File: src/hw/umbs_defines.vh
// Constants of the multidrop serial port block: register map, fields, resets, timing.
`ifndef UMBS_DEFINES_VH
`define UMBS_DEFINES_VH

// Register indices; byte address is four times the index.
`define UMBS_IDX_DATA        2'h0
`define UMBS_IDX_STATUS      2'h1
`define UMBS_IDX_CTRL        2'h2

// Status bit positions.
`define UMBS_ST_RXC          7
`define UMBS_ST_TXC          6
`define UMBS_ST_DRE          5
`define UMBS_ST_FRAMING_ERROR_FLAG         4
`define UMBS_ST_OVF          3
`define UMBS_ST_BIT0         0

// Control bit positions.
`define UMBS_CT_RX_EN        0
`define UMBS_CT_TX_EN        1
`define UMBS_CT_FILTER       2
`define UMBS_CT_SINGLE_PIN   3
`define UMBS_CT_DOUBLE       4
`define UMBS_CT_INFRARED     5
`define UMBS_CT_TWO_STOP     6
`define UMBS_CT_VAR_LEN      7
`define UMBS_CT_ENCODE       8
`define UMBS_CT_DECODE       9
`define UMBS_CT_TX_BIT8      10
`define UMBS_CT_SIZE_LO      11
`define UMBS_CT_SIZE_HI      13
`define UMBS_CT_WIDTH        14

// Reset values.
`define UMBS_CTRL_RESET      14'h0000
`define UMBS_DATA_RESET      8'h00

// Oversampling ticks per bit at normal and double speed.
`define UMBS_TICKS_NORMAL    5'h10
`define UMBS_TICKS_DOUBLE    5'h08

// Highest baud rate supported with the infrared modulator, in bit/s.
`define UMBS_IR_MAX_BAUD     115200

`endif

File: src/hw/umbs_top.v
// Serial port with multidrop filtering, shared data register and Avalon-MM slave.
//
// Local design decision: the Avalon-MM slave port.
`timescale 1ns/1ns
`default_nettype none
`include "umbs_defines.vh"

module umbs_top (
    input  wire        sys_clk,
    input  wire        reset_n,
    input  wire [3:0]  avs_address,
    input  wire        avs_read,
    input  wire        avs_write,
    input  wire [31:0] avs_writedata,
    input  wire [3:0]  avs_byteenable,
    output reg  [31:0] avs_readdata,
    output wire        avs_waitrequest,
    input  wire        baud_tick_x16,
    input  wire        rxd_pin,
    output reg         txd_pin,
    input  wire        lut_zero_out,
    input  wire        lut_one_out,
    output wire        usart_serial_out,
    output wire        infrared_enable,
    output wire        dma_request
);
    // Bus state and decode.
    reg         bus_done;
    wire        bus_req   = avs_read | avs_write;
    wire        bus_fire  = bus_req & bus_done;
    wire [1:0]  reg_idx   = avs_address[3:2];
    wire        in_map    = (avs_address[1:0] == 2'h0) && (reg_idx != 2'h3);
    wire        lane0     = avs_byteenable[0];
    wire        wr_data   = bus_fire & avs_write & in_map & lane0 &
                            (reg_idx == `UMBS_IDX_DATA);
    wire        wr_status = bus_fire & avs_write & in_map & lane0 &
                            (reg_idx == `UMBS_IDX_STATUS);
    wire        wr_ctrl   = bus_fire & avs_write & in_map &
                            (reg_idx == `UMBS_IDX_CTRL);
    wire        rd_data   = bus_fire & avs_read & in_map &
                            (reg_idx == `UMBS_IDX_DATA);

    // Control register fields.
    reg  [`UMBS_CT_WIDTH-1:0] ctrl;
    wire        rx_en      = ctrl[`UMBS_CT_RX_EN];
    wire        tx_en      = ctrl[`UMBS_CT_TX_EN];
    wire        filter_on  = ctrl[`UMBS_CT_FILTER];
    wire        single_pin = ctrl[`UMBS_CT_SINGLE_PIN];
    wire        var_len    = ctrl[`UMBS_CT_VAR_LEN];
    wire        two_stop   = ctrl[`UMBS_CT_TWO_STOP];
    wire [2:0]  size_code  = ctrl[`UMBS_CT_SIZE_HI:`UMBS_CT_SIZE_LO];
    // Codes above four read back as stored but run as nine bits.
    wire [3:0]  nbits      = (size_code > 3'h4) ? 4'h9 : ({1'b0, size_code} + 4'h5);
    wire        nine_bit   = (nbits == 4'h9);
    // Double speed is ignored while the infrared modulator is on.
    wire        fast       = ctrl[`UMBS_CT_DOUBLE] & ~ctrl[`UMBS_CT_INFRARED];
    wire [4:0]  ticks_bit  = fast ? `UMBS_TICKS_DOUBLE : `UMBS_TICKS_NORMAL;
    wire [4:0]  ticks_half = {1'b0, ticks_bit[4:1]};

    assign infrared_enable = ctrl[`UMBS_CT_INFRARED];

    // Synchronised line inputs.
    wire        rxd_s;
    wire        lookup_table_zero_s;

    umbs_sync #(.RESET_VALUE(1'b1)) u_sync_rxd (
        .sys_clk  (sys_clk),
        .reset_n  (reset_n),
        .async_in (rxd_pin),
        .sync_out (rxd_s)
    );

    umbs_sync #(.RESET_VALUE(1'b1)) u_sync_lookup_table_zero (
        .sys_clk  (sys_clk),
        .reset_n  (reset_n),
        .async_in (lut_zero_out),
        .sync_out (lookup_table_zero_s)
    );

    // Transmitter state.
    localparam TX_IDLE  = 3'h0;
    localparam TX_START = 3'h1;
    localparam TX_DATA  = 3'h2;
    localparam TX_STOP1 = 3'h3;
    localparam TX_STOP2 = 3'h4;

    reg  [2:0]  tx_state;
    reg  [4:0]  tx_tick;
    reg  [3:0]  tx_bit;
    reg  [8:0]  tx_shift;
    reg         tx_line;
    reg  [7:0]  tx_buf;
    reg         dre;
    reg         txc;
    wire        tx_bit_end = baud_tick_x16 && (tx_tick == ticks_bit - 5'h1);
    wire        tx_load    = tx_en && !dre && (tx_state == TX_IDLE);

    assign usart_serial_out = tx_line;

    // Receive path source: own transmitter, lookup table or pin.
    wire        rx_src = single_pin ? tx_line :
                         (ctrl[`UMBS_CT_DECODE] ? lookup_table_zero_s : rxd_s);

    // Receiver state.
    localparam RX_IDLE  = 2'h0;
    localparam RX_START = 2'h1;
    localparam RX_DATA  = 2'h2;
    localparam RX_STOP  = 2'h3;

    reg  [1:0]  rx_state;
    reg  [4:0]  rx_tick;
    reg  [3:0]  rx_bit;
    reg  [8:0]  rx_shift;
    wire        rx_sample = baud_tick_x16 && (rx_tick == ticks_bit - 5'h1);
    wire        rx_mid    = baud_tick_x16 && (rx_tick == ticks_half - 5'h1);
    wire        rx_done   = rx_en && (rx_state == RX_STOP) && rx_sample;

    // Right-align the received bits; unused upper bits come out zero.
    wire [8:0]  rx_word   = rx_shift >> (4'h9 - nbits);
    // The frame type marker is the ninth bit, or the first stop bit.
    wire        marker    = nine_bit ? rx_word[8] : rx_src;
    // A short-character receiver in filtering mode reads its first stop as the marker.
    wire        stop_is_marker = filter_on && !nine_bit;
    wire        frame_err = !stop_is_marker && !rx_src;
    // Marker one means address; data frames are dropped while filtering.
    wire        drop      = filter_on && !marker;
    wire        push      = rx_done && !drop;

    // FIFO entry: {frame error, ninth bit, data byte}.
    wire [9:0]  head;
    wire        fifo_empty;
    wire        fifo_full;
    wire        pop = rd_data;

    umbs_rx_fifo #(.WIDTH(10)) u_rx_fifo (
        .sys_clk   (sys_clk),
        .reset_n   (reset_n),
        .flush     (!rx_en),
        .push      (push),
        .push_data ({frame_err, rx_word}),
        .pop       (pop),
        .head_data (head),
        .empty     (fifo_empty),
        .full      (fifo_full)
    );

    // Receive status flags.
    reg         rxc_ack;
    reg         data_reception_flag_ack;
    reg         rxc_sticky;
    reg         ovf;
    wire        rxc_std = !fifo_empty && !rxc_ack;
    wire        data_reception_flag    = var_len && !fifo_empty && !data_reception_flag_ack;
    wire        rxc     = var_len ? rxc_sticky : rxc_std;
    wire [7:0]  status  = {rxc, txc, dre, head[9], ovf, 1'b0, 1'b0,
                           var_len ? data_reception_flag : head[8]};

    // The data-reception flag doubles as the DMA trigger.
    assign dma_request = data_reception_flag;

    // A request is held one cycle, then answered with waitrequest low.
    assign avs_waitrequest = bus_req & ~bus_done;

    always @(posedge sys_clk or negedge reset_n) begin
        if (!reset_n) begin
            bus_done <= 1'b0;
        end else begin
            bus_done <= bus_req & ~bus_done;
        end
    end

    // Read data is captured in the wait cycle so it stands at the answering edge.
    always @(posedge sys_clk or negedge reset_n) begin
        if (!reset_n) begin
            avs_readdata <= 32'h00000000;
        end else if (avs_read && !bus_done) begin
            avs_readdata <= 32'h00000000;
            if (in_map) begin
                case (reg_idx)
                    `UMBS_IDX_DATA: begin
                        avs_readdata <= {24'h000000, head[7:0]};
                    end
                    `UMBS_IDX_STATUS: begin
                        avs_readdata <= {24'h000000, status};
                    end
                    `UMBS_IDX_CTRL: begin
                        avs_readdata <= {18'h00000, ctrl};
                    end
                    default: begin
                        avs_readdata <= 32'h00000000;
                    end
                endcase
            end
        end
    end

    // Control register; the upper lane carries the high fields.
    always @(posedge sys_clk or negedge reset_n) begin
        if (!reset_n) begin
            ctrl <= `UMBS_CTRL_RESET;
        end else if (wr_ctrl) begin
            if (avs_byteenable[0]) begin
                ctrl[7:0] <= avs_writedata[7:0];
            end
            if (avs_byteenable[1]) begin
                ctrl[13:8] <= avs_writedata[13:8];
            end
        end
    end

    // Transmit buffer and its empty flag; a write while full is discarded.
    always @(posedge sys_clk or negedge reset_n) begin
        if (!reset_n) begin
            tx_buf <= `UMBS_DATA_RESET;
            dre    <= 1'b1;
        end else if (wr_data && dre) begin
            tx_buf <= avs_writedata[7:0];
            dre    <= 1'b0;
        end else if (tx_load) begin
            dre <= 1'b1;
        end
    end

    // Transmit shifter: start, data bits LSB first, one or two stop bits.
    always @(posedge sys_clk or negedge reset_n) begin
        if (!reset_n) begin
            tx_state <= TX_IDLE;
            tx_tick  <= 5'h00;
            tx_bit   <= 4'h0;
            tx_shift <= 9'h000;
            tx_line  <= 1'b1;
        end else begin
            if (tx_state != TX_IDLE && baud_tick_x16) begin
                tx_tick <= tx_bit_end ? 5'h00 : tx_tick + 5'h01;
            end
            case (tx_state)
                TX_IDLE: begin
                    tx_line <= 1'b1;
                    tx_tick <= 5'h00;
                    if (tx_load) begin
                        // Bits beyond the character size are never shifted out.
                        tx_shift <= {ctrl[`UMBS_CT_TX_BIT8], tx_buf};
                        tx_line  <= 1'b0;
                        tx_state <= TX_START;
                    end
                end
                TX_START: begin
                    if (tx_bit_end) begin
                        tx_line  <= tx_shift[0];
                        tx_shift <= {1'b0, tx_shift[8:1]};
                        tx_bit   <= 4'h1;
                        tx_state <= TX_DATA;
                    end
                end
                TX_DATA: begin
                    if (tx_bit_end) begin
                        if (tx_bit == nbits) begin
                            tx_line  <= 1'b1;
                            tx_state <= TX_STOP1;
                        end else begin
                            tx_line  <= tx_shift[0];
                            tx_shift <= {1'b0, tx_shift[8:1]};
                            tx_bit   <= tx_bit + 4'h1;
                        end
                    end
                end
                TX_STOP1: begin
                    if (tx_bit_end) begin
                        tx_state <= two_stop ? TX_STOP2 : TX_IDLE;
                    end
                end
                TX_STOP2: begin
                    if (tx_bit_end) begin
                        tx_state <= TX_IDLE;
                    end
                end
                default: begin
                    tx_state <= TX_IDLE;
                end
            endcase
        end
    end

    // Transmit-complete: set at frame end with nothing buffered; set beats clear.
    wire tx_frame_end = tx_bit_end &&
                        ((tx_state == TX_STOP2) || (tx_state == TX_STOP1 && !two_stop));

    always @(posedge sys_clk or negedge reset_n) begin
        if (!reset_n) begin
            txc <= 1'b0;
        end else if (tx_frame_end && dre) begin
            txc <= 1'b1;
        end else if (wr_status && avs_writedata[`UMBS_ST_TXC]) begin
            txc <= 1'b0;
        end
    end

    // Pin drive: own serial output or the encoding lookup table, from a flop.
    always @(posedge sys_clk or negedge reset_n) begin
        if (!reset_n) begin
            txd_pin <= 1'b1;
        end else begin
            txd_pin <= ctrl[`UMBS_CT_ENCODE] ? lut_one_out : tx_line;
        end
    end

    // Receiver: mid-bit start check, then one sample per bit time.
    always @(posedge sys_clk or negedge reset_n) begin
        if (!reset_n) begin
            rx_state <= RX_IDLE;
            rx_tick  <= 5'h00;
            rx_bit   <= 4'h0;
            rx_shift <= 9'h000;
        end else if (!rx_en) begin
            rx_state <= RX_IDLE;
            rx_tick  <= 5'h00;
        end else begin
            case (rx_state)
                RX_IDLE: begin
                    rx_tick <= 5'h00;
                    if (!rx_src) begin
                        rx_state <= RX_START;
                    end
                end
                RX_START: begin
                    if (rx_mid) begin
                        rx_tick  <= 5'h00;
                        rx_bit   <= 4'h0;
                        rx_state <= rx_src ? RX_IDLE : RX_DATA;
                    end else if (baud_tick_x16) begin
                        rx_tick <= rx_tick + 5'h01;
                    end
                end
                RX_DATA: begin
                    if (rx_sample) begin
                        rx_tick  <= 5'h00;
                        rx_shift <= {rx_src, rx_shift[8:1]};
                        rx_bit   <= rx_bit + 4'h1;
                        if (rx_bit == nbits - 4'h1) begin
                            rx_state <= RX_STOP;
                        end
                    end else if (baud_tick_x16) begin
                        rx_tick <= rx_tick + 5'h01;
                    end
                end
                RX_STOP: begin
                    if (rx_sample) begin
                        rx_tick  <= 5'h00;
                        rx_state <= RX_IDLE;
                    end else if (baud_tick_x16) begin
                        rx_tick <= rx_tick + 5'h01;
                    end
                end
                default: begin
                    rx_state <= RX_IDLE;
                end
            endcase
        end
    end

    // Overflow: a kept character met a full FIFO; valid until the next data read.
    always @(posedge sys_clk or negedge reset_n) begin
        if (!reset_n) begin
            ovf <= 1'b0;
        end else if (!rx_en) begin
            ovf <= 1'b0;
        end else if (push && fifo_full) begin
            ovf <= 1'b1;
        end else if (pop) begin
            ovf <= 1'b0;
        end
    end

    // Write-one acknowledges hide pending data until the next character lands.
    // A push in the same cycle as the write wins, so no arrival is missed.
    always @(posedge sys_clk or negedge reset_n) begin
        if (!reset_n) begin
            rxc_ack  <= 1'b0;
            data_reception_flag_ack <= 1'b0;
        end else if (push || fifo_empty) begin
            rxc_ack  <= 1'b0;
            data_reception_flag_ack <= 1'b0;
        end else if (wr_status) begin
            if (avs_writedata[`UMBS_ST_RXC] && !var_len) begin
                rxc_ack <= 1'b1;
            end
            if (avs_writedata[`UMBS_ST_BIT0] && var_len) begin
                data_reception_flag_ack <= 1'b1;
            end
        end
    end

    // Variable-length receive-complete: sticky on a valid stop, write-one clears.
    always @(posedge sys_clk or negedge reset_n) begin
        if (!reset_n) begin
            rxc_sticky <= 1'b0;
        end else if (!rx_en) begin
            rxc_sticky <= 1'b0;
        end else if (var_len && push && rx_src) begin
            rxc_sticky <= 1'b1;
        end else if (wr_status && avs_writedata[`UMBS_ST_RXC]) begin
            rxc_sticky <= 1'b0;
        end
    end
endmodule // umbs_top

`default_nettype wire

File: src/hw/umbs_sync.v
// Two-flop synchroniser for one asynchronous level.
`timescale 1ns/1ns
`default_nettype none

module umbs_sync #(
    parameter RESET_VALUE = 1'b1
) (
    input  wire sys_clk,
    input  wire reset_n,
    input  wire async_in,
    output reg  sync_out
);
    reg first_stage;

    // The first stage feeds only the second stage.
    always @(posedge sys_clk or negedge reset_n) begin
        if (!reset_n) begin
            first_stage <= RESET_VALUE;
            sync_out    <= RESET_VALUE;
        end else begin
            first_stage <= async_in;
            sync_out    <= first_stage;
        end
    end
endmodule // umbs_sync

`default_nettype wire

File: src/hw/umbs_rx_fifo.v
// Two-entry receive FIFO holding each character with its status bits.
`timescale 1ns/1ns
`default_nettype none

module umbs_rx_fifo #(
    parameter WIDTH = 10
) (
    input  wire             sys_clk,
    input  wire             reset_n,
    input  wire             flush,
    input  wire             push,
    input  wire [WIDTH-1:0] push_data,
    input  wire             pop,
    output wire [WIDTH-1:0] head_data,
    output wire             empty,
    output wire             full
);
    reg [WIDTH-1:0] store [0:1];
    reg             wr_idx;
    reg             rd_idx;
    reg [1:0]       count;

    assign empty     = (count == 2'h0);
    assign full      = (count == 2'h2);
    assign head_data = empty ? {WIDTH{1'b0}} : store[rd_idx];

    // Pointers and fill level; a push into a full FIFO is lost.
    always @(posedge sys_clk or negedge reset_n) begin
        if (!reset_n) begin
            wr_idx <= 1'b0;
            rd_idx <= 1'b0;
            count  <= 2'h0;
        end else if (flush) begin
            wr_idx <= 1'b0;
            rd_idx <= 1'b0;
            count  <= 2'h0;
        end else begin
            if (push && !full) begin
                wr_idx <= ~wr_idx;
            end
            if (pop && !empty) begin
                rd_idx <= ~rd_idx;
            end
            if ((push && !full) && !(pop && !empty)) begin
                count <= count + 2'h1;
            end else if (!(push && !full) && (pop && !empty)) begin
                count <= count - 2'h1;
            end
        end
    end

    // Storage takes data only on an accepted push.
    always @(posedge sys_clk or negedge reset_n) begin
        if (!reset_n) begin
            store[0] <= {WIDTH{1'b0}};
            store[1] <= {WIDTH{1'b0}};
        end else if (push && !full && !flush) begin
            store[wr_idx] <= push_data;
        end
    end
endmodule // umbs_rx_fifo

`default_nettype wire

File: config.mk
export PLATFORM = sky130hd
export DESIGN_NAME = umbs_top
export DESIGN_NICKNAME = d
export VERILOG_FILES = /design/src/hw/umbs_top.v /design/src/hw/umbs_sync.v /design/src/hw/umbs_rx_fifo.v
export VERILOG_INCLUDE_DIRS = /design/src /design/src/hw
export SDC_FILE = /design/constraint.sdc
export NUM_CORES = 1
export LEC_CHECK = 0
export BUFFER_PORTS_ARGS = -buffer_cell sky130_fd_sc_hd__buf_2
export CORE_ASPECT_RATIO = 1.1
export CORE_MARGIN = 1.5
export CORE_UTILIZATION = 25
export DETAILED_ROUTE_END_ITERATION = 16
export HOLD_SLACK_MARGIN = 0.15
export SLEW_MARGIN = 25
export SYNTH_ARGS = -nofsm -noshare
export SYNTH_HDL_FRONTEND = slang
export SYNTH_SLANG_ARGS = --single-unit
export TNS_END_PERCENT = 30
File: constraint.sdc
create_clock -name sys_clk -period 3.84 [get_ports sys_clk]
set_input_delay 0.192 -clock sys_clk [delete_from_list [all_inputs] [get_ports sys_clk]]
set_output_delay 0.192 -clock sys_clk [all_outputs]
set_load 0.005 [all_outputs]
==> impl_metrics.py <==
metrics = {
    "floorplan": {
        "num_rows": 59,
        "dieArea_sq_mm": 0.0254,
        "io_pins": 85,
        "coreArea_sq_mm": 0.0238,
        "chipWidth_um": 152,
        "fp.dieH_um": 167,
        "start_util_pct": 25.6,
    },
    "critical_path": {
        "endpoint_kind": "register",
        "crit_cells": 11,
        "reg2reg_depth": 11,
        "critical_path.top_delay_family": "compound AO/OA/AOI/OAI gates",
        "crit_path_start_kind": "register",
        "max_stage_delay_ps": 470,
        "slowest_stage": "dfrtp_1",
        "crit_fanout": 11,
        "cp_cell_sequence": "inv_1 -> ha_1 -> inv_1 -> nor2_1 -> clkinv_1 -> ha_1 -> a21boi_0 -> a221oi_1 -> o211a_1 -> nand4_1 -> o21ai_0",
        "arrival_ps": 3720,
        "cp.required_ps": 4170,
        "path_class": "register to register",
        "crit_buf_inv": 3,
    },
    "synth": {
        "syn_area_sq_mm": 0.00611,
        "syn_inst": 583,
        "synthAdderAreaFrac_pct": 1.43,
        "muxShareOfSynthArea_pct": 14.3,
        "synth-compound-area-share_pct": 14.6,
        "synth_top_family_by_area": "simple AND/OR/NAND/NOR gates",
        "yosys_warnings": 0,
        "synthXorXnorAreaFrac_pct": 2.70,
        "synth-simple-area-share_pct": 15.1,
        "async_flop_share_pct": 100,
        "syn_area_per_cell_sq_um": 10.5,
        "ys_types": 69,
        "synth_ff_type": "dfrtp_1",
        "yosysSeqAreaShare_pct": 46.9,
        "synth_seq_cells": 114,
        "synth_edf_count": 0,
    },
    "detailed_routing": {
        "vias": 4639,
        "drt-met1-wl_mm": 6.87,
        "wl_mm": 14.4,
        "routed-wl-met3_um": 687,
        "wl_per_cell_um": 14.8,
        "routed_via_density": 4.79,
        "first_iter_violations": 194,
        "firstDrtPassIters": 4,
        "highest_layer": "met4",
        "drc_errors": 0,
        "wl_met2_mm": 6.61,
        "drtAntennaViolNets": 0,
    },
    "timing": {
        "fin_ws_ps": 451,
        "max_freq_ghz": 0.295,
        "tns_ps": 0,
        "skew_ps": 7.69,
        "maxSlewHeadroom_pct": 47.8,
        "drv_slew": 0,
        "layout_min_cycle_time_ps": 3390,
        "hold_violations": 0,
        "final.period_utilization_pct": 88.2,
        "tightest_slew_ps": 784,
        "rsz0062_at_grt": "no",
        "setup_viol": 0,
    },
    "placement": {
        "dp_slack_ps": 460,
        "gp_congestion": 0.767,
        "io_buffer_count": 46,
        "postPlaceCellArea_sq_mm": 0.00661,
        "dpl.hpwl_mm": 10.3,
    },
    "grt": {
        "grt_max_degree": 57,
        "antenna_found_initial": 0,
        "grt_usage_pct": 11.7,
        "grt_pass1_vias": 4498,
        "grt_pass1_wl_mm": 23.7,
        "grt_overflow_total": 0,
    },
    "cells_and_area": {
        "nets": 705,
        "finish.utilization_pct": 31.2,
        "final_cell_mix": "dfrtp_1, nand2_1, mux2_2",
        "final_common_cell": "dfrtp_1",
        "drive_above_1_share_pct": 24.1,
        "area_delta_synth_final_pct": 21.7,
        "final_cell_area_sq_mm": 0.00743,
        "nFillCells": 2450,
        "diodes": 0,
    },
    "cts": {
        "htreeDepth": 4,
        "cts_resized": 0,
        "cts_made_buffers": 17,
        "cts.clk_slew.worst_paths_ps": 50,
        "cts_tree": "built",
        "cts_buffer_depth": 2,
        "cts.sinks": 114,
        "cts-root-buf": "clkbuf_16",
        "insertion_delay_ps": 420,
    },
    "worst_hold_path": {
        "holdCritPathClass": "input pin to register",
        "hold_depth": 3,
    },
    "power_and_ir_drop": {
        "power.total_mw": 3.58,
        "power_density_mw_per_mm2": 482,
        "vdd_drop_max_v": 0.000209,
        "p_leak_nw": 3.29,
    },
    "status": {
        "outcome": "finished, final reports clean",
    },
    "run": {
        "maxCapViolations": 0,
    },
}
-- logic make-up after synthesis --
kind of cell | count (synthesis)
mux | 75
simple gates | 183
fa+ha+maj | 7
compound gates | 125
xor+xnor | 18
flops | 114
buf+inv | 60
other cells | 1
-- layout make-up --
| type | count | area, sq um | share of cell area [%] |
|---|---|---|---|
| Multi-Input combinational cell | 426 | 3010 | 40.5 |
| Tap cell | 305 | 382 | 5.14 |
| Clock inverter | 14 | 180 | 2.43 |
| Clock buffer | 18 | 439 | 5.91 |
| Sequential cell | 114 | 2860 | 38.5 |
| Inverter | 16 | 60.1 | 0.808 |
| Timing Repair Buffer | 75 | 500 | 6.74 |
-- metrics by stage --
stage	instances	hold slack, ps
final	968	173
after global routing	968	197
after CTS	968	160
after detailed placement	916	282
after global placement	916	281
after floorplan	600	-104
-- flip-flops by register name, indices dropped and copies added (netlist names), 3 cells and up --
| name | cells |
|---|---|
| rx_shift | 9 |
| tx_shift | 9 |
| tx_bit | 4 |
| avs_readdata | 14 |
| u_rx_fifo.store | 20 |
| tx_state | 3 |
| tx_tick | 5 |
| rx_tick | 5 |
| ctrl | 14 |
| tx_buf | 8 |
| rx_bit | 4 |
-- worst paths after layout --
path | slack (ps) | from | end
setup / recovery | 450 | ctrl[12] | u_rx_fifo.store[9]
hold / removal | 170 | baud_tick_x16 | tx_tick[1]
setup reg to reg | 450 | ctrl[12] | u_rx_fifo.store[9]
hold reg to reg | 360 | u_sync_rxd.first_stage | u_sync_rxd.sync_out
max in group asynchronous | 2550 | reset_n | u_sync_rxd.sync_out
min in group asynchronous | 350 | reset_n | tx_buf[4]
-- power breakdown --
part	leakage, nW	switching [mW]	internal (mW)
clock	0.297	0.591	1.04
combinational	1.46	0.323	0.247
sequential	1.54	0.0935	1.28
-- synthesized netlist by cell type, types with 3 or more instances --
library cell / count / area share, %
o2111ai_1: 3 / 0.43
dfstp_2: 7 / 3.0
a31oi_1: 3 / 0.31
nand2b_1: 14 / 1.4
a21boi_0: 3 / 0.37
o21a_1: 3 / 0.37
mux4_2: 3 / 1.1
nor3_1: 8 / 0.66
xnor2_1: 7 / 1.0
dfrtp_1: 107 / 44
a21o_1: 3 / 0.37
and3_1: 3 / 0.31
a2bb2oi_1: 3 / 0.43
nand2_1: 55 / 3.4
ha_1: 7 / 1.4
a221o_1: 4 / 0.66
clkbuf_1: 19 / 1.2
nor2_1: 36 / 2.2
nand3b_1: 5 / 0.61
buf_1: 3 / 0.18
nand3_1: 14 / 1.1
o31ai_1: 3 / 0.37
nor3b_1: 3 / 0.37
nand4b_1: 3 / 0.43
buf_4: 20 / 2.5
nor4b_1: 3 / 0.43
or3_1: 3 / 0.31
o21ai_0: 37 / 3.0
a22o_1: 6 / 0.86
a21oi_1: 19 / 1.6
nand4_1: 10 / 1.0
mux2i_1: 17 / 2.8
nor2b_1: 14 / 1.4
a211oi_1: 6 / 0.74
mux2_2: 54 / 10
xor2_1: 10 / 1.4
inv_1: 15 / 0.92
nor4_1: 6 / 0.61
a22oi_1: 8 / 0.98
-- tightest hold or removal path, cell delays in order --
cell     delay, ps
buf_2          190
nand3_1        100
a21oi_1         60
-- metal layers --
layer	track usage [%]	vias up
li1	-	2221
met1	15.9	2310
met2	18.1	92
met3	2.99	16
met4	3.76	0
met5	0	-
-- what timing repair did --
item | in CTS | in global routing
buffers inserted | 0 | 0
hold endpoints to repair | 81 | 0
hold buffers | 20 | 0
setup endpoints to repair | 0 | 0
Power figures use the tool's default switching activity.
